## src/hw/sfl_pkg.sv

```systemverilog
// Package: opcodes, phase lengths, status layout and timing for the flash port
// Contract
// - Fast read: 0Bh, address, eight dummy bits
// - Dual-output read: 3Bh, single-lane header, two-lane data
// - Dual data: odd bits lane0, even lane1
// - Dual I/O: BBh, two-lane address, four dummies
// - Last two dual dummy clocks: lanes released
// - Address auto-increments, wraps 7FFFFh to 00000h
// - Chip select high ends read, output floats
// - Status read 05h: bit 7 first, falling edges
// - Status byte repeats while clocks continue
// - Status read accepted even while busy
// - Status write 01h plus byte, starts at deselect
// - Status write changes only bits 2-5, 7
// - Writable status bits kept nonvolatile, self-managed
// - Bit 0 reads one while write busy
// - Latch clear blocks erase, program, status write
// - 06h sets latch, 04h clears latch
// - Latch clears at power-on and write completion
// - Rejected writes and reads leave latch alone
// - Clock level at select picks mode 0/3
// - Bytes taken MSB first on rising edges
// - Lock bit plus low guard blocks status writes
package sfl_pkg;
  localparam logic [7:0] OP_FAST_READ = 8'h0B;
  localparam logic [7:0] OP_DUAL_OUT = 8'h3B;
  localparam logic [7:0] OP_DUAL_IO = 8'hBB;
  localparam logic [7:0] OP_STATUS_RD = 8'h05;
  localparam logic [7:0] OP_STATUS_WR = 8'h01;
  localparam logic [7:0] OP_LATCH_SET = 8'h06;
  localparam logic [7:0] OP_LATCH_CLR = 8'h04;

  localparam int ADDR_W = 19;
  localparam logic [18:0] ADDR_TOP = 19'h7FFFF;
  localparam logic [18:0] ADDR_BASE = 19'h00000;

  // Clock counts per phase, compared against a 5-bit counter, then 3-bit shifter reload values
  localparam logic [4:0] OPCODE_CLKS = 5'h08;
  localparam logic [4:0] DATA_BYTE_CLKS = 5'h08;
  localparam logic [4:0] SINGLE_ADDR_CLKS = 5'h18;
  localparam logic [4:0] DUAL_ADDR_CLKS = 5'h0C;
  localparam logic [4:0] SINGLE_DUMMY_CLKS = 5'h08;
  localparam logic [4:0] DUAL_DUMMY_CLKS = 5'h04;
  localparam logic [2:0] SINGLE_BIT_LAST = 3'h7;
  localparam logic [2:0] DUAL_PAIR_LAST = 3'h3;

  // Status byte layout
  localparam int ST_WIP_BIT = 0;
  localparam int ST_LATCH_BIT = 1;
  localparam int ST_PROT_LO = 2;
  localparam int ST_PROT_HI = 5;
  localparam int ST_RSVD_BIT = 6;
  localparam int ST_LOCK_BIT = 7;
  localparam logic [7:0] STATUS_WR_MASK = 8'hBC;
  localparam logic [7:0] NV_RESET = 8'h00;

  // Status write busy time and its cycle count (rounded up)
  localparam int CLOCK_PERIOD_PS = 4000;
  localparam int STATUS_WRITE_TIME_NS = 5000;
  localparam int STATUS_WRITE_CYCLES =
    (STATUS_WRITE_TIME_NS * 1000 + CLOCK_PERIOD_PS - 1) / CLOCK_PERIOD_PS;

  typedef enum logic [7:0] {
    ST_IDLE = 8'h01,
    ST_CMD = 8'h02,
    ST_ADDR = 8'h04,
    ST_DUMMY = 8'h08,
    ST_DATA_OUT = 8'h10,
    ST_STATUS_OUT = 8'h20,
    ST_WR_DATA = 8'h40,
    ST_IGNORE = 8'h80
  } sfl_state_e;
endpackage : sfl_pkg

```

## src/hw/sfl_flash_port.sv

```systemverilog
// Serial flash command port: reads, status byte, write latch
`timescale 1ns/1ps
module sfl_flash_port #(
  parameter int STATUS_WRITE_CYCLES = sfl_pkg::STATUS_WRITE_CYCLES
) (
  input wire logic clock,
  input wire logic sys_rst,
  input wire logic chip_select_n,
  input wire logic serial_clock,
  input wire logic write_guard_n,
  input wire logic serial_in_io0_in,
  output logic serial_in_io0_out,
  output logic serial_in_io0_oe_n,
  input wire logic serial_out_io1_in,
  output logic serial_out_io1_out,
  output logic serial_out_io1_oe_n,
  output logic [18:0] mem_rd_addr,
  input wire logic mem_rd_valid,
  output logic mem_rd_ready,
  input wire logic [7:0] mem_rd_data,
  input wire logic ext_busy,
  input wire logic ext_write_done,
  input wire logic [7:0] nv_bits_in,
  output logic [7:0] nv_bits_out,
  output logic nv_store,
  output logic write_latch,
  output logic write_in_progress,
  output logic spi_mode3
);
  localparam int CNT_W = $clog2(STATUS_WRITE_CYCLES + 1);
  localparam logic [CNT_W-1:0] BUSY_LAST =
    CNT_W'(STATUS_WRITE_CYCLES - 1);

  sfl_pkg::sfl_state_e state_reg;
  logic [4:0] s_pins;
  logic s_cs_n, s_sck, s_io0, s_io1, s_guard_n;
  logic sck_prev_reg, cs_prev_reg;
  logic sck_rise, sck_fall, cs_fall, cs_rise;
  logic [4:0] bit_cnt_reg;
  logic [23:0] shift_reg;
  logic [23:0] shift_next;
  logic [7:0] opcode_reg;
  logic [7:0] opcode_now;
  logic dual_in_reg, dual_out_reg, cmd_ok_reg;
  logic [7:0] wr_data_reg;
  logic fetch_start, fetch_active_reg;
  logic buf_in_ready, buf_out_valid, buf_pop;
  logic [7:0] buf_data;
  logic [7:0] out_shift_reg;
  logic [2:0] out_left_reg;
  logic [2:0] st_idx_reg;
  logic latch_reg, sw_busy_reg, nv_load_reg;
  logic [CNT_W-1:0] busy_cnt_reg;
  logic [7:0] nv_reg;
  logic [7:0] status_byte;
  logic latch_set, latch_clr, wr_start, wr_done, wr_locked;

  ////////////////////////////////////////////////////////////////////////
  // Pin capture and edge detection

  sfl_sync2 #(
    .WIDTH(5),
    .RESET_VAL(5'h11)
  ) u_sync (
    .clock(clock),
    .sys_rst(sys_rst),
    .async_in({chip_select_n, serial_clock, serial_in_io0_in,
               serial_out_io1_in, write_guard_n}),
    .sync_out(s_pins)
  );

  assign {s_cs_n, s_sck, s_io0, s_io1, s_guard_n} = s_pins;

  // Previous levels for edge finding, taken from the second stage only
  always_ff @(posedge clock) begin
    if (sys_rst) begin
      sck_prev_reg <= 1'b0;
      cs_prev_reg <= 1'b1;
    end else begin
      sck_prev_reg <= s_sck;
      cs_prev_reg <= s_cs_n;
    end
  end

  assign sck_rise = s_sck & ~sck_prev_reg & ~s_cs_n;
  assign sck_fall = ~s_sck & sck_prev_reg & ~s_cs_n;
  assign cs_fall = ~s_cs_n & cs_prev_reg;
  assign cs_rise = s_cs_n & ~cs_prev_reg;

  // Clock level at select picks the mode; in mode 3 the first edge
  // is a fall, which the command phase simply ignores
  always_ff @(posedge clock) begin
    if (sys_rst) begin
      spi_mode3 <= 1'b0;
    end else if (cs_fall) begin
      spi_mode3 <= s_sck;
    end
  end

  ////////////////////////////////////////////////////////////////////////
  // Command sequencer on rising clock edges

  // MSB-first shifting, two lanes at once during a dual address phase
  always_comb begin
    if (state_reg == sfl_pkg::ST_ADDR && dual_in_reg) begin
      shift_next = {shift_reg[21:0], s_io1, s_io0};
    end else begin
      shift_next = {shift_reg[22:0], s_io0};
    end
  end

  assign opcode_now = shift_next[7:0];
  assign fetch_start = sck_rise && state_reg == sfl_pkg::ST_ADDR &&
    bit_cnt_reg == (dual_in_reg ? sfl_pkg::DUAL_ADDR_CLKS :
                    sfl_pkg::SINGLE_ADDR_CLKS) - 5'h01;

  // Deselect forces idle, so a partial header leaves no trace
  always_ff @(posedge clock) begin
    if (sys_rst || s_cs_n) begin
      state_reg <= sfl_pkg::ST_IDLE;
    end else if (cs_fall) begin
      state_reg <= sfl_pkg::ST_CMD;
    end else if (sck_rise) begin
      case (state_reg)
        sfl_pkg::ST_CMD: begin
          if (bit_cnt_reg == sfl_pkg::OPCODE_CLKS - 5'h01) begin
            case (opcode_now)
              sfl_pkg::OP_FAST_READ: state_reg <= sfl_pkg::ST_ADDR;
              sfl_pkg::OP_DUAL_OUT: state_reg <= sfl_pkg::ST_ADDR;
              sfl_pkg::OP_DUAL_IO: state_reg <= sfl_pkg::ST_ADDR;
              sfl_pkg::OP_STATUS_RD: state_reg <= sfl_pkg::ST_STATUS_OUT;
              sfl_pkg::OP_STATUS_WR: state_reg <= sfl_pkg::ST_WR_DATA;
              default: state_reg <= sfl_pkg::ST_IGNORE;
            endcase
          end
        end
        sfl_pkg::ST_ADDR: begin
          if (fetch_start) begin
            state_reg <= sfl_pkg::ST_DUMMY;
          end
        end
        sfl_pkg::ST_DUMMY: begin
          if (bit_cnt_reg == (dual_in_reg ? sfl_pkg::DUAL_DUMMY_CLKS :
              sfl_pkg::SINGLE_DUMMY_CLKS) - 5'h01) begin
            state_reg <= sfl_pkg::ST_DATA_OUT;
          end
        end
        sfl_pkg::ST_WR_DATA: begin
          if (bit_cnt_reg == sfl_pkg::DATA_BYTE_CLKS - 5'h01) begin
            state_reg <= sfl_pkg::ST_IGNORE;
          end
        end
        default: state_reg <= state_reg;
      endcase
    end
  end

  // Bit counter restarts after the opcode and address phases, and is cleared on each rising edge in data out
  always_ff @(posedge clock) begin
    if (sys_rst || cs_fall) begin
      bit_cnt_reg <= 5'h00;
    end else if (sck_rise) begin
      if ((state_reg == sfl_pkg::ST_CMD &&
           bit_cnt_reg == sfl_pkg::OPCODE_CLKS - 5'h01) || fetch_start ||
          state_reg == sfl_pkg::ST_DATA_OUT) begin
        bit_cnt_reg <= 5'h00;
      end else begin
        bit_cnt_reg <= bit_cnt_reg + 5'h01;
      end
    end
  end

  // Header shift, opcode, lane flags and the completed-command flag
  always_ff @(posedge clock) begin
    if (sys_rst || cs_fall) begin
      shift_reg <= 24'h000000;
      opcode_reg <= 8'h00;
      dual_in_reg <= 1'b0;
      dual_out_reg <= 1'b0;
      cmd_ok_reg <= 1'b0;
      wr_data_reg <= 8'h00;
    end else if (sck_rise) begin
      shift_reg <= shift_next;
      if (state_reg == sfl_pkg::ST_CMD &&
          bit_cnt_reg == sfl_pkg::OPCODE_CLKS - 5'h01) begin
        opcode_reg <= opcode_now;
        dual_in_reg <= (opcode_now == sfl_pkg::OP_DUAL_IO);
        dual_out_reg <= (opcode_now == sfl_pkg::OP_DUAL_IO) ||
                        (opcode_now == sfl_pkg::OP_DUAL_OUT);
        cmd_ok_reg <= (opcode_now == sfl_pkg::OP_LATCH_SET) ||
                      (opcode_now == sfl_pkg::OP_LATCH_CLR);
      end
      if (state_reg == sfl_pkg::ST_WR_DATA &&
          bit_cnt_reg == sfl_pkg::DATA_BYTE_CLKS - 5'h01) begin
        wr_data_reg <= opcode_now;
        cmd_ok_reg <= 1'b1;
      end
      // A clock past the data byte breaks byte alignment
      if (state_reg == sfl_pkg::ST_IGNORE &&
          opcode_reg == sfl_pkg::OP_STATUS_WR) begin
        cmd_ok_reg <= 1'b0;
      end
    end
  end

  ////////////////////////////////////////////////////////////////////////
  // Array prefetch through the two-entry buffer

  // Fetch address runs ahead of the shifter and wraps at the top
  always_ff @(posedge clock) begin
    if (sys_rst || s_cs_n) begin
      fetch_active_reg <= 1'b0;
      mem_rd_addr <= sfl_pkg::ADDR_BASE;
    end else if (fetch_start) begin
      fetch_active_reg <= 1'b1;
      mem_rd_addr <= shift_next[sfl_pkg::ADDR_W-1:0];
    end else if (mem_rd_valid && mem_rd_ready) begin
      mem_rd_addr <= (mem_rd_addr == sfl_pkg::ADDR_TOP) ?
        sfl_pkg::ADDR_BASE : mem_rd_addr + 19'h00001;
    end
  end

  assign mem_rd_ready = fetch_active_reg & buf_in_ready;

  sfl_buf2 #(
    .WIDTH(8)
  ) u_buf (
    .clock(clock),
    .sys_rst(sys_rst),
    .flush(fetch_start | s_cs_n),
    .in_valid(mem_rd_valid & fetch_active_reg),
    .in_ready(buf_in_ready),
    .in_data(mem_rd_data),
    .out_valid(buf_out_valid),
    .out_ready(buf_pop),
    .out_data(buf_data)
  );

  ////////////////////////////////////////////////////////////////////////
  // Output shifter on falling clock edges

  // An empty buffer at a byte boundary shifts its stale entry at the read pointer; the array must
  // keep up with one byte per eight link clocks, or per four when dual
  assign buf_pop = sck_fall && state_reg == sfl_pkg::ST_DATA_OUT &&
                   out_left_reg == 3'h0;

  always_ff @(posedge clock) begin
    if (sys_rst || s_cs_n || cs_fall) begin
      out_shift_reg <= 8'h00;
      out_left_reg <= 3'h0;
      st_idx_reg <= 3'h7;
      serial_in_io0_out <= 1'b0;
      serial_out_io1_out <= 1'b0;
    end else if (sck_fall && state_reg == sfl_pkg::ST_DATA_OUT) begin
      if (out_left_reg == 3'h0) begin
        serial_in_io0_out <= buf_data[7];
        serial_out_io1_out <= dual_out_reg ? buf_data[6] : buf_data[7];
        out_shift_reg <= dual_out_reg ? {buf_data[5:0], 2'h0} :
                                        {buf_data[6:0], 1'b0};
        out_left_reg <= dual_out_reg ? sfl_pkg::DUAL_PAIR_LAST :
                                       sfl_pkg::SINGLE_BIT_LAST;
      end else begin
        serial_in_io0_out <= out_shift_reg[7];
        serial_out_io1_out <= dual_out_reg ? out_shift_reg[6] :
                                             out_shift_reg[7];
        out_shift_reg <= dual_out_reg ? {out_shift_reg[5:0], 2'h0} :
                                        {out_shift_reg[6:0], 1'b0};
        out_left_reg <= out_left_reg - 3'h1;
      end
    end else if (sck_fall && state_reg == sfl_pkg::ST_STATUS_OUT) begin
      // Index wraps 0 to 7, so the byte repeats endlessly
      serial_out_io1_out <= status_byte[st_idx_reg];
      st_idx_reg <= st_idx_reg - 3'h1;
    end
  end

  // Lanes float unless a data phase has begun driving them
  always_ff @(posedge clock) begin
    if (sys_rst || s_cs_n || cs_fall) begin
      serial_in_io0_oe_n <= 1'b1;
      serial_out_io1_oe_n <= 1'b1;
    end else if (sck_fall && state_reg == sfl_pkg::ST_DATA_OUT) begin
      serial_in_io0_oe_n <= ~dual_out_reg;
      serial_out_io1_oe_n <= 1'b0;
    end else if (sck_fall && state_reg == sfl_pkg::ST_STATUS_OUT) begin
      serial_out_io1_oe_n <= 1'b0;
    end
  end

  ////////////////////////////////////////////////////////////////////////
  // Status byte, write latch and status write engine

  assign wr_locked = nv_reg[sfl_pkg::ST_LOCK_BIT] & ~s_guard_n;
  assign latch_set = cs_rise & cmd_ok_reg &
                     (opcode_reg == sfl_pkg::OP_LATCH_SET);
  assign latch_clr = cs_rise & cmd_ok_reg &
                     (opcode_reg == sfl_pkg::OP_LATCH_CLR);
  assign wr_start = cs_rise & cmd_ok_reg &
    (opcode_reg == sfl_pkg::OP_STATUS_WR) & latch_reg &
    ~write_in_progress & ~wr_locked;
  assign wr_done = sw_busy_reg && busy_cnt_reg == '0;

  assign write_in_progress = sw_busy_reg | ext_busy;
  assign write_latch = latch_reg;
  assign nv_bits_out = nv_reg;

  always_comb begin
    status_byte = nv_reg & sfl_pkg::STATUS_WR_MASK;
    status_byte[sfl_pkg::ST_WIP_BIT] = write_in_progress;
    status_byte[sfl_pkg::ST_LATCH_BIT] = latch_reg;
  end

  // Latch: set wins when a set and a completion meet in one cycle;
  // rejected writes and reads never reach these terms
  always_ff @(posedge clock) begin
    if (sys_rst) begin
      latch_reg <= 1'b0;
    end else if (latch_set) begin
      latch_reg <= 1'b1;
    end else if (latch_clr || wr_done || ext_write_done) begin
      latch_reg <= 1'b0;
    end
  end

  // Nonvolatile copy is reloaded after reset; only masked bits change
  always_ff @(posedge clock) begin
    if (sys_rst) begin
      nv_reg <= sfl_pkg::NV_RESET;
      nv_load_reg <= 1'b1;
    end else if (nv_load_reg) begin
      nv_reg <= nv_bits_in & sfl_pkg::STATUS_WR_MASK;
      nv_load_reg <= 1'b0;
    end else if (wr_start) begin
      nv_reg <= wr_data_reg & sfl_pkg::STATUS_WR_MASK;
    end
  end

  // Busy period counted down; completion pulses the store strobe
  always_ff @(posedge clock) begin
    if (sys_rst) begin
      sw_busy_reg <= 1'b0;
      busy_cnt_reg <= '0;
      nv_store <= 1'b0;
    end else begin
      nv_store <= wr_done;
      if (wr_start) begin
        sw_busy_reg <= 1'b1;
        busy_cnt_reg <= BUSY_LAST;
      end else if (wr_done) begin
        sw_busy_reg <= 1'b0;
      end else if (sw_busy_reg) begin
        busy_cnt_reg <= busy_cnt_reg - 1'b1;
      end
    end
  end

  ////////////////////////////////////////////////////////////////////////
  // Checks

  property p_desel_float;
    @(posedge clock) disable iff (sys_rst)
    s_cs_n |=> serial_in_io0_oe_n && serial_out_io1_oe_n;
  endproperty
  a_desel_float: assert property (p_desel_float)
    else $error("lanes driven while deselected");

  property p_dummy_float;
    @(posedge clock) disable iff (sys_rst)
    state_reg == sfl_pkg::ST_DUMMY |-> serial_in_io0_oe_n &&
      serial_out_io1_oe_n;
  endproperty
  a_dummy_float: assert property (p_dummy_float)
    else $error("lane driven during dummy clocks");

  property p_latch_set;
    @(posedge clock) disable iff (sys_rst)
    latch_set |=> latch_reg;
  endproperty
  a_latch_set: assert property (p_latch_set)
    else $error("set command did not set latch");

  property p_latch_clr;
    @(posedge clock) disable iff (sys_rst)
    latch_clr |=> !latch_reg;
  endproperty
  a_latch_clr: assert property (p_latch_clr)
    else $error("clear command did not clear latch");

  property p_wip_busy;
    @(posedge clock) disable iff (sys_rst)
    sw_busy_reg |-> status_byte[sfl_pkg::ST_WIP_BIT];
  endproperty
  a_wip_busy: assert property (p_wip_busy)
    else $error("busy flag low during status write");

  property p_done_clears;
    @(posedge clock) disable iff (sys_rst)
    $fell(sw_busy_reg) && !$past(latch_set) |-> !latch_reg && nv_store;
  endproperty
  a_done_clears: assert property (p_done_clears)
    else $error("latch not cleared at write completion");

  property p_locked;
    @(posedge clock) disable iff (sys_rst)
    cs_rise && wr_locked && !sw_busy_reg |=> !sw_busy_reg;
  endproperty
  a_locked: assert property (p_locked)
    else $error("locked status write was started");

  property p_ro_bits;
    @(posedge clock) disable iff (sys_rst)
    wr_start |=> nv_reg == ($past(wr_data_reg) & sfl_pkg::STATUS_WR_MASK)
      ##1 sw_busy_reg;
  endproperty
  a_ro_bits: assert property (p_ro_bits)
    else $error("status write stored read-only bits");

  property p_busy_len;
    @(posedge clock) disable iff (sys_rst)
    $rose(sw_busy_reg) |-> sw_busy_reg [*8];
  endproperty
  a_busy_len: assert property (p_busy_len)
    else $error("status write busy period too short");

  property p_wrap;
    @(posedge clock) disable iff (sys_rst)
    mem_rd_valid && mem_rd_ready && !fetch_start &&
      mem_rd_addr == sfl_pkg::ADDR_TOP |=> mem_rd_addr == sfl_pkg::ADDR_BASE;
  endproperty
  a_wrap: assert property (p_wrap)
    else $error("read address did not wrap to zero");

  property p_read_keeps_latch;
    @(posedge clock) disable iff (sys_rst)
    state_reg == sfl_pkg::ST_DATA_OUT && !ext_write_done && !wr_done |=>
      $stable(latch_reg);
  endproperty
  a_read_keeps_latch: assert property (p_read_keeps_latch)
    else $error("read changed the write latch");
endmodule : sfl_flash_port

```

## src/hw/sfl_sync2.sv

```systemverilog
// Two-flop synchroniser for pins arriving from outside the clock domain
`timescale 1ns/1ps
module sfl_sync2 #(
  parameter int WIDTH = 1,
  parameter logic [WIDTH-1:0] RESET_VAL = '0
) (
  input wire logic clock,
  input wire logic sys_rst,
  input wire logic [WIDTH-1:0] async_in,
  output logic [WIDTH-1:0] sync_out
);
  logic [WIDTH-1:0] meta_reg;

  // First stage feeds only the second stage
  always_ff @(posedge clock) begin
    if (sys_rst) begin
      meta_reg <= RESET_VAL;
      sync_out <= RESET_VAL;
    end else begin
      meta_reg <= async_in;
      sync_out <= meta_reg;
    end
  end
endmodule : sfl_sync2

```

## src/hw/sfl_buf2.sv

```systemverilog
// Two-entry valid/ready buffer with flush, between array and shifter
`timescale 1ns/1ps
module sfl_buf2 #(
  parameter int WIDTH = 8
) (
  input wire logic clock,
  input wire logic sys_rst,
  input wire logic flush,
  input wire logic in_valid,
  output logic in_ready,
  input wire logic [WIDTH-1:0] in_data,
  output logic out_valid,
  input wire logic out_ready,
  output logic [WIDTH-1:0] out_data
);
  logic [WIDTH-1:0] entry_reg [2];
  logic wr_ptr_reg;
  logic rd_ptr_reg;
  logic [1:0] count_reg;
  logic push;
  logic pop;

  // Full and empty come straight from the occupancy count
  assign in_ready = (count_reg != 2'h2);
  assign out_valid = (count_reg != 2'h0);
  assign out_data = entry_reg[rd_ptr_reg];
  assign push = in_valid & in_ready;
  assign pop = out_valid & out_ready;

  // Storage written by index
  always_ff @(posedge clock) begin
    if (push) begin
      entry_reg[wr_ptr_reg] <= in_data;
    end
  end

  // Pointers and count; flush drops stale prefetched bytes
  always_ff @(posedge clock) begin
    if (sys_rst || flush) begin
      wr_ptr_reg <= 1'b0;
      rd_ptr_reg <= 1'b0;
      count_reg <= 2'h0;
    end else begin
      if (push) begin
        wr_ptr_reg <= ~wr_ptr_reg;
      end
      if (pop) begin
        rd_ptr_reg <= ~rd_ptr_reg;
      end
      count_reg <= count_reg + {1'b0, push} - {1'b0, pop};
    end
  end
endmodule : sfl_buf2

```

## config.mk

```make
export PLATFORM = sky130hd
export DESIGN_NAME = sfl_flash_port
export DESIGN_NICKNAME = d
export VERILOG_FILES = /design/src/hw/sfl_pkg.sv /design/src/hw/sfl_flash_port.sv /design/src/hw/sfl_sync2.sv /design/src/hw/sfl_buf2.sv
export SDC_FILE = /design/constraint.sdc
export NUM_CORES = 1
export LEC_CHECK = 0
export BUFFER_PORTS_ARGS = -buffer_cell sky130_fd_sc_hd__buf_4
export CAP_MARGIN = 20
export CORE_ASPECT_RATIO = 0.7
export CORE_UTILIZATION = 50
export CTS_CLUSTER_DIAMETER = 60
export DETAILED_ROUTE_END_ITERATION = 10
export PLACE_DENSITY = 0.66
export SYNTH_ARGS = -nofsm -noshare
export SYNTH_HDL_FRONTEND = slang
export SYNTH_SLANG_ARGS = --single-unit
```

## constraint.sdc

```tcl
create_clock -name clock -period 6.1 [get_ports clock]
set_input_delay 0.305 -clock clock [delete_from_list [all_inputs] [get_ports clock]]
set_output_delay 0.305 -clock clock [all_outputs]
set_load 0.05 [all_outputs]
```

==> flow_summary.yaml, run 1 <==
pwr:
  comb_power_share_pct: 2.9
  pwr-share-seq_pct: 46.0
  cellInternalPower_uw: 1600
  worst_ir_drop_vdd_uv: 202
  power_leakage_uw: 0.00273
  power_per_cell_area_mw_per_mm2: 277
  pwr-share-clk_pct: 51.1
  power.switching_fraction_pct: 21.3
  power.net_switching_uw: 432
route:
  route.vias.total: 5035
  route.detailed.vias_per_inst: 5.66
  count_of_tritonroute_iterations_in_the_first_routing_pass: 5
  drcViolationCount: 0
  drt_wl_total_mm: 14.4
  routed_wire_length_per_instance_um: 16.2
  drt_first_iter_violations: 377
  ant_nets: 0
timing:
  hold_violations: 0
  final-setup-viol-count: 0
  fin_ws_ps: 3030
  timing.final.crit_period_ps: 3070
  tns_ps: 0
  final_max_slew_viol_count: 0
  worst_pin_slew_ps: 898
  setup_repair_after_global_routing_missed_its_margin: "false"
  maxSlewHeadroom_pct: 40.1
  timing.final.crit_share_pct: 50.4
  fmax_ghz: 0.325
  finClkSkew_ps: 9.76
worst_setup_path:
  ff2ff_setup_slack_ps: 3030
  cp.buffers_inverters: 1
  timing.critical_path.fanout_max: 12
  setup.worst_path.end: "u_buf.count_reg[1]"
  arrival_ps: 3370
  startpoint_type: "register"
  ordered_cell_list_for_the_critical_path: "nor4_4 > and3_1 > nand3b_1 > a211oi_1 > ha_1 > inv_1 > ha_1 > xnor2_1 > xnor2_1 > nor2_1"
  crit_path_max_incr_delay_ps: 550
  capturing_point_of_the_worst_reg2reg_path: "u_buf.count_reg[1]"
  cp_data_required_time_ps: 6400
  worst-path-stages: 10
  rr_startpoint: "state_reg[0]"
  timing.critical_path.slowest_stage_cell: "nor4_4"
  cp-startpoint: "state_reg[0]"
  ff2ff_path_depth: 10
  critical_path_class: "reg2reg"
  gate_family_responsible_for_the_most_delay_along_the_worst_path: "simple AND/OR/NAND/NOR gates"
  setup.worst_path.end_class: "register"
die:
  floorplan.initialDensity_pct: 52.4
  fp.dieW_um: 136
  floorplan.die.height_um: 95.6
  core.rowCount: 33
  fp.coreArea_mm2: 0.0119
  num_io_pins: 62
  design.die.area_mm2: 0.0130
logic_synthesis:
  async_reset_ff_share_pct: 0
  most_numerous_cell_types_in_the_synthesized_netlist: "dfxtp_1 (122), nor2_1 (118), a211oi_1 (46), mux2i_1 (38), nand2_1 (38)"
  netlist.area_leader.share_pct: 39.0
  synth_area_leader_cell: "dfxtp_1"
  netlist_instances: 676
  synth-seq-area-share_pct: 46.7
  dominantRegCellSynth: "dfxtp_1"
  synth.yosys.warnings: 0
  synth_cell_types: 68
  netlist_area_mm2: 0.00625
  yosys-top-cells-area: "dfxtp_1 (39%), edfxtp_1 (7.7%), nor2_1 (7.1%)"
  synth_seq_cells: 138
  post-synth-top-count-cell: "dfxtp_1"
  postSynthAreaPerCell_um2: 9.25
  synth-edff-count: 16
global_routing:
  grt_pass1_vias: 4508
  globalRouteOverflowTotal: 0
  groute.usage.overall_pct: 23.3
  grt_pass1_wl_mm: 23.1
  antenna_found_initial: 0
  largest_net_degree_at_the_start_of_global_routing: 39
finish:
  layoutNonFillerInstCount: 889
  fin_area_mm2: 0.00733
  antenna_cells: 0
  net_count_final: 754
  drive_above_1_share_pct: 15.3
  layout-area-overhead-vs-synth_pct: 17.2
  largest_register_ffs: 19
place:
  place_area_mm2: 0.00673
  placed_cells_incl_taps: 856
  detailedPlacementHpwl_mm: 10.1
  preCtsSetupSlack_ps: 3110
  place.gp.congestion: 0.903
  portBuffers: 55
clock_network:
  cts_buffers: 17
  postCtsSetupRepairBufs: 0
  clkSlewWorstSetupHoldPaths_ps: 60
  cts_hold_buffers: 0
  post_cts_resized: 0
  clock_latency_at_the_later_pin_of_the_worst_skew_pair_ps: 420
  cts-root-to-sink-buffers: 2
  tritoncts: "built"
  clkSinkCount: 138
  clock_tree.root_cell: "clkbuf_16"
  cts.htree.levels: 4
hold_path:
  hold_path.class: "in2reg"
status:
  outcome: "complete, no violations"
run:
  maxCapViolations: 0
## power groups by stage
stage	Combinational (uW)	Clock, uW	Sequential, uW
finish	59.1	1040	933
global route	64.2	1090	933
global placement	58.3	0	952
floorplan	30.7	0	958
detailed placement	59.0	0	953
CTS	59.6	1050	933
## worst reg2reg max path, cell delays in order (launching register included)
cell and delay [ps]:
dfxtp_1 380, nor4_4 550, and3_1 270, nand3b_1 360, a211oi_1 540, ha_1 310
inv_1 50, ha_1 140, xnor2_1 140, xnor2_1 150, nor2_1 60
## layout make-up
cell class,instances,area (um2)
repair buffers,59,440
clock inverters,12,148
fillers,1022,4600
clock buffers,20,447
inverters,18,67.6
multi-input cells,485,3110
flip-flops and latches,138,2920
well taps,157,196
## worst min path at each step
stage | start | to | slack [ps] | depth (start not counted)
global route | mem_rd_data[2] | u_buf.entry_reg[1][2] | 50 | 1
CTS | mem_rd_data[2] | u_buf.entry_reg[1][2] | 60 | 1
detailed placement | u_sync.meta_reg[4] | u_sync.sync_out[4] | 400 | 1
finish | mem_rd_data[2] | u_buf.entry_reg[0][2] | 70 | 1
floorplan | sys_rst | nv_load_reg | 330 | 0
global placement | u_sync.meta_reg[0] | u_sync.sync_out[0] | 390 | 1
## metal layers
layer / vias up / part of all wire (%) / track usage, %
met3: 15 / 5.9 / 6.54
met5: - / 0 / 0
li1: 2517 / - / -
met2: 133 / 42 / 32.1
met1: 2370 / 51 / 34.1
met4: 0 / 0.98 / 8.15
## kinds of logic after synthesis
family | synth area share (%)
other cells | 0.0600
mux | 6.44
xor+xnor | 4.06
simple gates | 22.3
compound gates | 14.9
flops | 46.7
buf+inv | 3.72
fa+ha+maj | 1.80
## cell usage in the layout, fill, tap and decap left out, types with 3 or more instances in the layout
cell and n:
dfxtp_1 122, nor2_1 118, buf_4 58, a211oi_1 46, mux2i_1 38, nand2_1 38
a21oi_1 32, nand3_1 18, inv_1 17, xnor2_1 17, clkbuf_16 17, edfxtp_1 16
nor3_1 13, xor2_1 12, nor2b_1 10, o21ai_0 10, nand4_1 9, ha_1 9
or2_2 8, and3_1 8, a311oi_1 7, nor4_1 6, o22ai_1 6, nor3b_1 5
and2_1 5, o211ai_1 5, clkinv_2 5, nand4b_1 4, nand2b_1 4, or3_1 4
nand3b_1 4, and4bb_2 4, or4_1 3, o21a_1 3, conb_1 3, bufinv_16 3
## through the flow
step | power [uW] | hold slack [ps] | utilization [%]
after floorplan | 989 | 333 | -
after global placement | 1010 | 395 | 56.4
after detailed placement | 1010 | 398 | 56.4
after CTS | 2040 | 58.1 | 61.4
after global routing | 2090 | 53.7 | 61.4
final | 2030 | 69.7 | 61.4
Note: power is estimated with default switching activity, not from simulation.
==> inputs of run 2 (changes only) <==
--- a/config.mk
+++ b/config.mk
@@ -11,7 +11,7 @@
 export CORE_UTILIZATION = 50
 export CTS_CLUSTER_DIAMETER = 60
 export DETAILED_ROUTE_END_ITERATION = 10
-export PLACE_DENSITY = 0.66
+export PLACE_DENSITY = 0.69
 export SYNTH_ARGS = -nofsm -noshare
 export SYNTH_HDL_FRONTEND = slang
 export SYNTH_SLANG_ARGS = --single-unit
==> constraint.sdc (replaced) <==
create_clock -name clock -period 2.8 [get_ports clock]
set_input_delay 0.14 -clock clock [delete_from_list [all_inputs] [get_ports clock]]
set_output_delay 0.14 -clock clock [all_outputs]
set_load 0.05 [all_outputs]
==> run 2 against run 1 <==
  * Wire length is 3.1% higher
  * Sequential share of layout area is 1.1 points lower
  * Global-route usage is 0.75 points higher
  * First-iteration DRC count is 19% higher
  * Clock-buffer cell count is 2 lower
==> flow_summary.yaml, run 2 (synthesized netlist as in run 1, its figures left out) <==
die:
  fp.dieW_um: 136
  num_io_pins: 62
  fp.coreArea_mm2: 0.0119
  floorplan.die.height_um: 95.6
  core.rowCount: 33
  floorplan.initialDensity_pct: 52.4
  design.die.area_mm2: 0.0130
finish:
  fillers: 1010
  largest_register_ffs: 19
  final_cell_mix: "dfxtp_1 (122), nor2_1 (118), buf_4 (76)"
  antenna_cells: 0
  multiInputGateArea_mm2: 0.00311
  seqCellArea_mm2: 0.00292
  layout-area-overhead-vs-synth_pct: 20.6
  net_count_final: 786
  drive_above_1_share_pct: 16.9
  layout_commonest_cell: "dfxtp_1"
status:
  outcome: "complete, no violations"
route:
  drt_first_iter_violations: 449
  count_of_tritonroute_iterations_in_the_first_routing_pass: 5
  drt_wl_total_mm: 14.8
  route.vias.total: 5219
  ant_nets: 0
  drcViolationCount: 0
  routed_wire_length_per_instance_um: 16.1
  route.detailed.vias_per_inst: 5.67
worst_setup_path:
  startpoint_type: "register"
  timing.critical_path.fanout_max: 3
  ff2ff_setup_slack_ps: 240
  setup.worst_path.end_class: "register"
  ff2ff_path_depth: 10
  cp_data_required_time_ps: 3120
  critical_path_class: "reg2reg"
  rr_startpoint: "sck_prev_reg"
  setup.worst_path.end: "u_buf.count_reg[1]"
  arrival_ps: 2870
  cp-startpoint: "sck_prev_reg"
  capturing_point_of_the_worst_reg2reg_path: "u_buf.count_reg[1]"
clock_network:
  clkSinkCount: 138
  cts_buffers: 17
  clkSlewWorstSetupHoldPaths_ps: 60
  tritoncts: "built"
  clock_tree.root_cell: "clkbuf_16"
  cts.htree.levels: 4
  cts-root-to-sink-buffers: 2
  clock_latency_at_the_later_pin_of_the_worst_skew_pair_ps: 420
  post_cts_resized: 0
pwr:
  worst_ir_drop_vdd_uv: 450
  power_leakage_uw: 0.00284
  power_per_cell_area_mw_per_mm2: 556
global_routing:
  antenna_found_initial: 0
  groute.usage.overall_pct: 24.0
  largest_net_degree_at_the_start_of_global_routing: 39
  grt_pass1_vias: 4754
  globalRouteOverflowTotal: 0
  grt_pass1_wl_mm: 23.8
timing:
  tns_ps: 0
  worst_pin_slew_ps: 884
  maxSlewHeadroom_pct: 40.5
  hold_violations: 0
  final-setup-viol-count: 0
  final.hold.worst_slack_ps: 17.6
  timing.final.crit_period_ps: 2560
  final_max_slew_viol_count: 0
  finClkSkew_ps: 9.79
  fmax_ghz: 0.391
  timing.final.crit_share_pct: 91.4
  setup_repair_after_global_routing_missed_its_margin: "false"
run:
  maxCapViolations: 0
place:
  portBuffers: 55
  place.gp.congestion: 0.896
  detailedPlacementHpwl_mm: 10.4
hold_path:
  hold_path.class: "in2reg"
  cell_depth_of_the_worst_min_delay_path: 3
run 2: cell count changes in the layout (fill, tap and decap cells not counted), sizes merged:
cell and change:
clkinvlp +2, bufinv -3, buf +17, inv +1, clkbuf -2, clkinv +2, dlygate4sd3 +15
run 2: final cells by class:
type | instances | share of cell area (%)
multi-input cells | 485 | 41.2
flip-flops and latches | 138 | 38.7
repair buffers | 91 | 9.55
clock buffers | 18 | 5.69
well taps | 157 | 2.60
clock inverters | 14 | 1.34
inverters | 18 | 0.896
run 2: what timing repair did:
| action | in CTS | in global routing |
|---|---|---|
| hold buffers | 15 | 0 |
| setup buffers | 0 | 0 |
| hold endpoints to repair | 23 | 0 |
| setup endpoints to repair | 0 | 0 |
run 2: power by group:
part	internal, uW	switching (uW)	leakage, uW
clock	1130	887	0.000250
combinational	63.8	86.5	0.00145
sequential	2020	14.3	0.00113
run 2: per-layer routing:
metal,global-route usage (%),vias to the layer above,routed length [um]
met5,0,-,0
met1,34.3,2459,7310
met2,35.2,153,6400
met4,7.68,0,171
met3,6.17,21,949
li1,-,2586,-
run 2: critical path: stages (launching register included):
cell	delay [ps]
dfxtp_1	350
nor3b_1	450
and3_1	260
nand3b_1	140
a211oi_1	390
ha_1	300
inv_1	60
ha_1	140
xnor2_1	150
xnor2_1	160
nor2_1	50
run 2: worst min path at each step:
| stage | from | endpoint | slack, ps |
|---|---|---|---|
| floorplan | sys_rst | nv_load_reg | 170 |
| detailed placement | write_guard_n | u_sync.meta_reg[0] | 330 |
| global route | sys_rst | nv_load_reg | 20 |
| finish | nv_bits_in[7] | nv_bits_out[7] | 20 |
| CTS | nv_bits_in[7] | nv_bits_out[7] | 6 |
| global placement | chip_select_n | u_sync.meta_reg[4] | 330 |
run 2: per-stage QoR:
| stage | utilization, % | worst slack, ps | cells | power (uW) | cell area [um2] |
|---|---|---|---|---|---|
| floorplan | - | 491 | 678 | 2150 | 6260 |
| detailed placement | 57.5 | 328 | 874 | 2210 | 6860 |
| global route | 63.2 | 24.5 | 921 | 4330 | 7540 |
| CTS | 63.2 | 313 | 921 | 4220 | 7540 |
| finish | 63.2 | 241 | 921 | 4200 | 7540 |
| global placement | 57.5 | 388 | 874 | 2200 | 6860 |
==> inputs of run 3 (changes only) <==
--- a/config.mk
+++ b/config.mk
@@ -8,10 +8,12 @@
 export BUFFER_PORTS_ARGS = -buffer_cell sky130_fd_sc_hd__buf_4
 export CAP_MARGIN = 20
 export CORE_ASPECT_RATIO = 0.7
+export CORE_MARGIN = 2
 export CORE_UTILIZATION = 50
 export CTS_CLUSTER_DIAMETER = 60
 export DETAILED_ROUTE_END_ITERATION = 10
 export PLACE_DENSITY = 0.69
+export SETUP_SLACK_MARGIN = 0.3
 export SYNTH_ARGS = -nofsm -noshare
 export SYNTH_HDL_FRONTEND = slang
 export SYNTH_SLANG_ARGS = --single-unit
==> run 3 against run 2 <==
  * First-iteration DRC count rose by 3.6%
  * Register-to-register slack gained 200 ps
  * Clock-buffer cell count up 3
  * Sequential share of layout area decreased by 0.058 points
  * Final cell count rose by 0.22%
  * Wire length decreased by 2.3%
  * Via count increased by 1.1%
  * Power grew 1.9%
  * Critical path depth is 4 lower
  * Clock power increased by 4%
  * Setup slack improved by 200 ps
  * Sequential cell count is the same
==> flow_summary.yaml, run 3 (synthesized netlist as in run 1, its figures left out) <==
status:
  outcome: "complete, no violations"
hold_path:
  hold_path_end: "nv_bits_out[2]"
  holdCritStartpoint: "nv_bits_in[2]"
  cell_depth_of_the_worst_min_delay_path: 3
  hold_path.class: "in2reg"
worst_setup_path:
  ff2ff_path_depth: 6
  gate_family_responsible_for_the_most_delay_along_the_worst_path: "simple AND/OR/NAND/NOR gates"
  startpoint_type: "register"
  cp.buffers_inverters: 0
  crit_path_max_incr_delay_ps: 500
  critical_path_class: "reg2reg"
  rr_startpoint: "state_reg[4]"
  ordered_cell_list_for_the_critical_path: "nor4b_2 > and3_1 > mux2i_1 > nand4_1 > or4b_1 > a21oi_1"
  arrival_ps: 2690
  timing.critical_path.fanout_max: 9
  setup.worst_path.end_class: "register"
  capturing_point_of_the_worst_reg2reg_path: "state_reg[6]"
  ff2ff_setup_slack_ps: 450
  cp_data_required_time_ps: 3140
  timing.critical_path.slowest_stage_cell: "or4b_1"
global_routing:
  grt_pass1_wl_mm: 23.8
  antenna_found_initial: 0
  globalRouteOverflowTotal: 0
  groute.usage.overall_pct: 22.5
  grt_pass1_vias: 4822
  largest_net_degree_at_the_start_of_global_routing: 39
pwr:
  power_leakage_uw: 0.00283
  pwr-share-clk_pct: 49.0
  worst_ir_drop_vdd_uv: 383
  power.net_switching_uw: 907
  power.switching_fraction_pct: 21.2
  power_per_cell_area_mw_per_mm2: 566
  comb_power_share_pct: 3.5
  pwr-share-seq_pct: 47.5
  cellInternalPower_uw: 3370
route:
  drt_wl_total_mm: 14.5
  route.detailed.vias_per_inst: 5.71
  count_of_tritonroute_iterations_in_the_first_routing_pass: 5
  routed_wire_length_per_instance_um: 15.7
  route.vias.total: 5274
  drcViolationCount: 0
  ant_nets: 0
  drt_first_iter_violations: 465
timing:
  final.hold.worst_slack_ps: 16.1
  maxSlewHeadroom_pct: 38.1
  timing.final.crit_share_pct: 84.1
  tns_ps: 0
  hold_violations: 0
  final-setup-viol-count: 0
  timing.final.crit_period_ps: 2350
  worst_pin_slew_ps: 921
  setup_repair_after_global_routing_missed_its_margin: "true"
  finClkSkew_ps: 9.07
  final_max_slew_viol_count: 0
  fmax_ghz: 0.425
finish:
  layout_commonest_cell: "dfxtp_1"
  layout-area-overhead-vs-synth_pct: 20.8
  net_count_final: 783
  fillers: 1020
  final_cell_mix: "dfxtp_1 (122), nor2_1 (118), buf_4 (74)"
  largest_register_ffs: 19
  antenna_cells: 0
  drive_above_1_share_pct: 16.3
  fin_area_mm2: 0.00756
  final_core_util_pct: 61.5
clock_network:
  tritoncts: "built"
  clkSlewWorstSetupHoldPaths_ps: 60
  clock_latency_at_the_later_pin_of_the_worst_skew_pair_ps: 420
  cts-root-to-sink-buffers: 2
  cts_buffers: 17
  cts.htree.levels: 4
  clock_tree.root_cell: "clkbuf_16"
  clkSinkCount: 138
die:
  design.die.area_mm2: 0.0134
  fp.coreArea_mm2: 0.0123
  fp.dieW_um: 138
  floorplan.initialDensity_pct: 50.9
  floorplan.die.height_um: 97.6
  core.rowCount: 34
  num_io_pins: 62
place:
  place.gp.congestion: 0.884
  place_area_mm2: 0.00686
  portBuffers: 55
  detailedPlacementHpwl_mm: 10.2
run:
  maxCapViolations: 0
## run 3: changes by cell type in the layout (fill, tap and decap cells not counted), sizes merged
cell,delta
clkinvlp,-2
bufinv,+2
clkbuf,+3
inv,-2
dlygate4sd3,-1
buf,-2
clkinv,-1
## run 3: per-stage QoR
stage               std cells  power, uW  worst slack (ps)
floorplan                 678       2150               491
global placement          877       2200               484
detailed placement        877       2210               385
CTS                       923       4300               371
global route              923       4420               261
finish                    923       4280               446
## run 3: how the worst max path moves through the flow
| stage | from | end | slack, ps | cells after the start |
|---|---|---|---|---|
| after floorplan | state_reg[0] | u_buf.count_reg[1] | 490 | 10 |
| after global placement | bit_cnt_reg[0] | mem_rd_addr[9] | 480 | 7 |
| after detailed placement | state_reg[6] | u_buf.count_reg[1] | 380 | 10 |
| after CTS | state_reg[6] | u_buf.count_reg[1] | 370 | 10 |
| after global routing | u_sync.sync_out[3] | u_buf.count_reg[1] | 260 | 10 |
| final | state_reg[4] | state_reg[6] | 450 | 6 |
## run 3: worst register-to-register path: cells and delay by family, from the launching register on
family	cells	cell delay (ps)
flip-flops	1	380
multiplexers	1	280
AO/OA/AOI/OAI	1	140
AND/OR/NAND/NOR	4	1470
## run 3: area by class of cell
type | instances | area, um2 | share of cell area (%)
inverters | 18 | 67.6 | 0.894
clock buffers | 21 | 440 | 5.83
flip-flops and latches | 138 | 2920 | 38.7
well taps | 162 | 203 | 2.68
clock inverters | 11 | 105 | 1.39
multi-input cells | 485 | 3120 | 41.3
repair buffers | 88 | 696 | 9.21
## run 3: power by group through the flow
stage / registers (uW) / clock network (uW) / logic, uW
5_1_grt: 2030 / 2220 / 160
3_3_place_gp: 2070 / 0 / 130
2_1_floorplan: 2090 / 0 / 66.9
3_5_place_dp: 2080 / 0 / 132
6_report: 2030 / 2100 / 148
4_1_cts: 2030 / 2120 / 148
## run 3: metal layers
metal	track usage [%]	routed length [um]
met1	34.0	7380
met2	32.2	6170
met3	5.32	792
met4	5.47	142
met5	0	0
## run 3: what timing repair did
item	CTS	global route
setup buffers	0	0
resized for setup	0	3
hold endpoints to repair	22	0
hold buffers	14	0
endpoints found under the setup margin	0	5
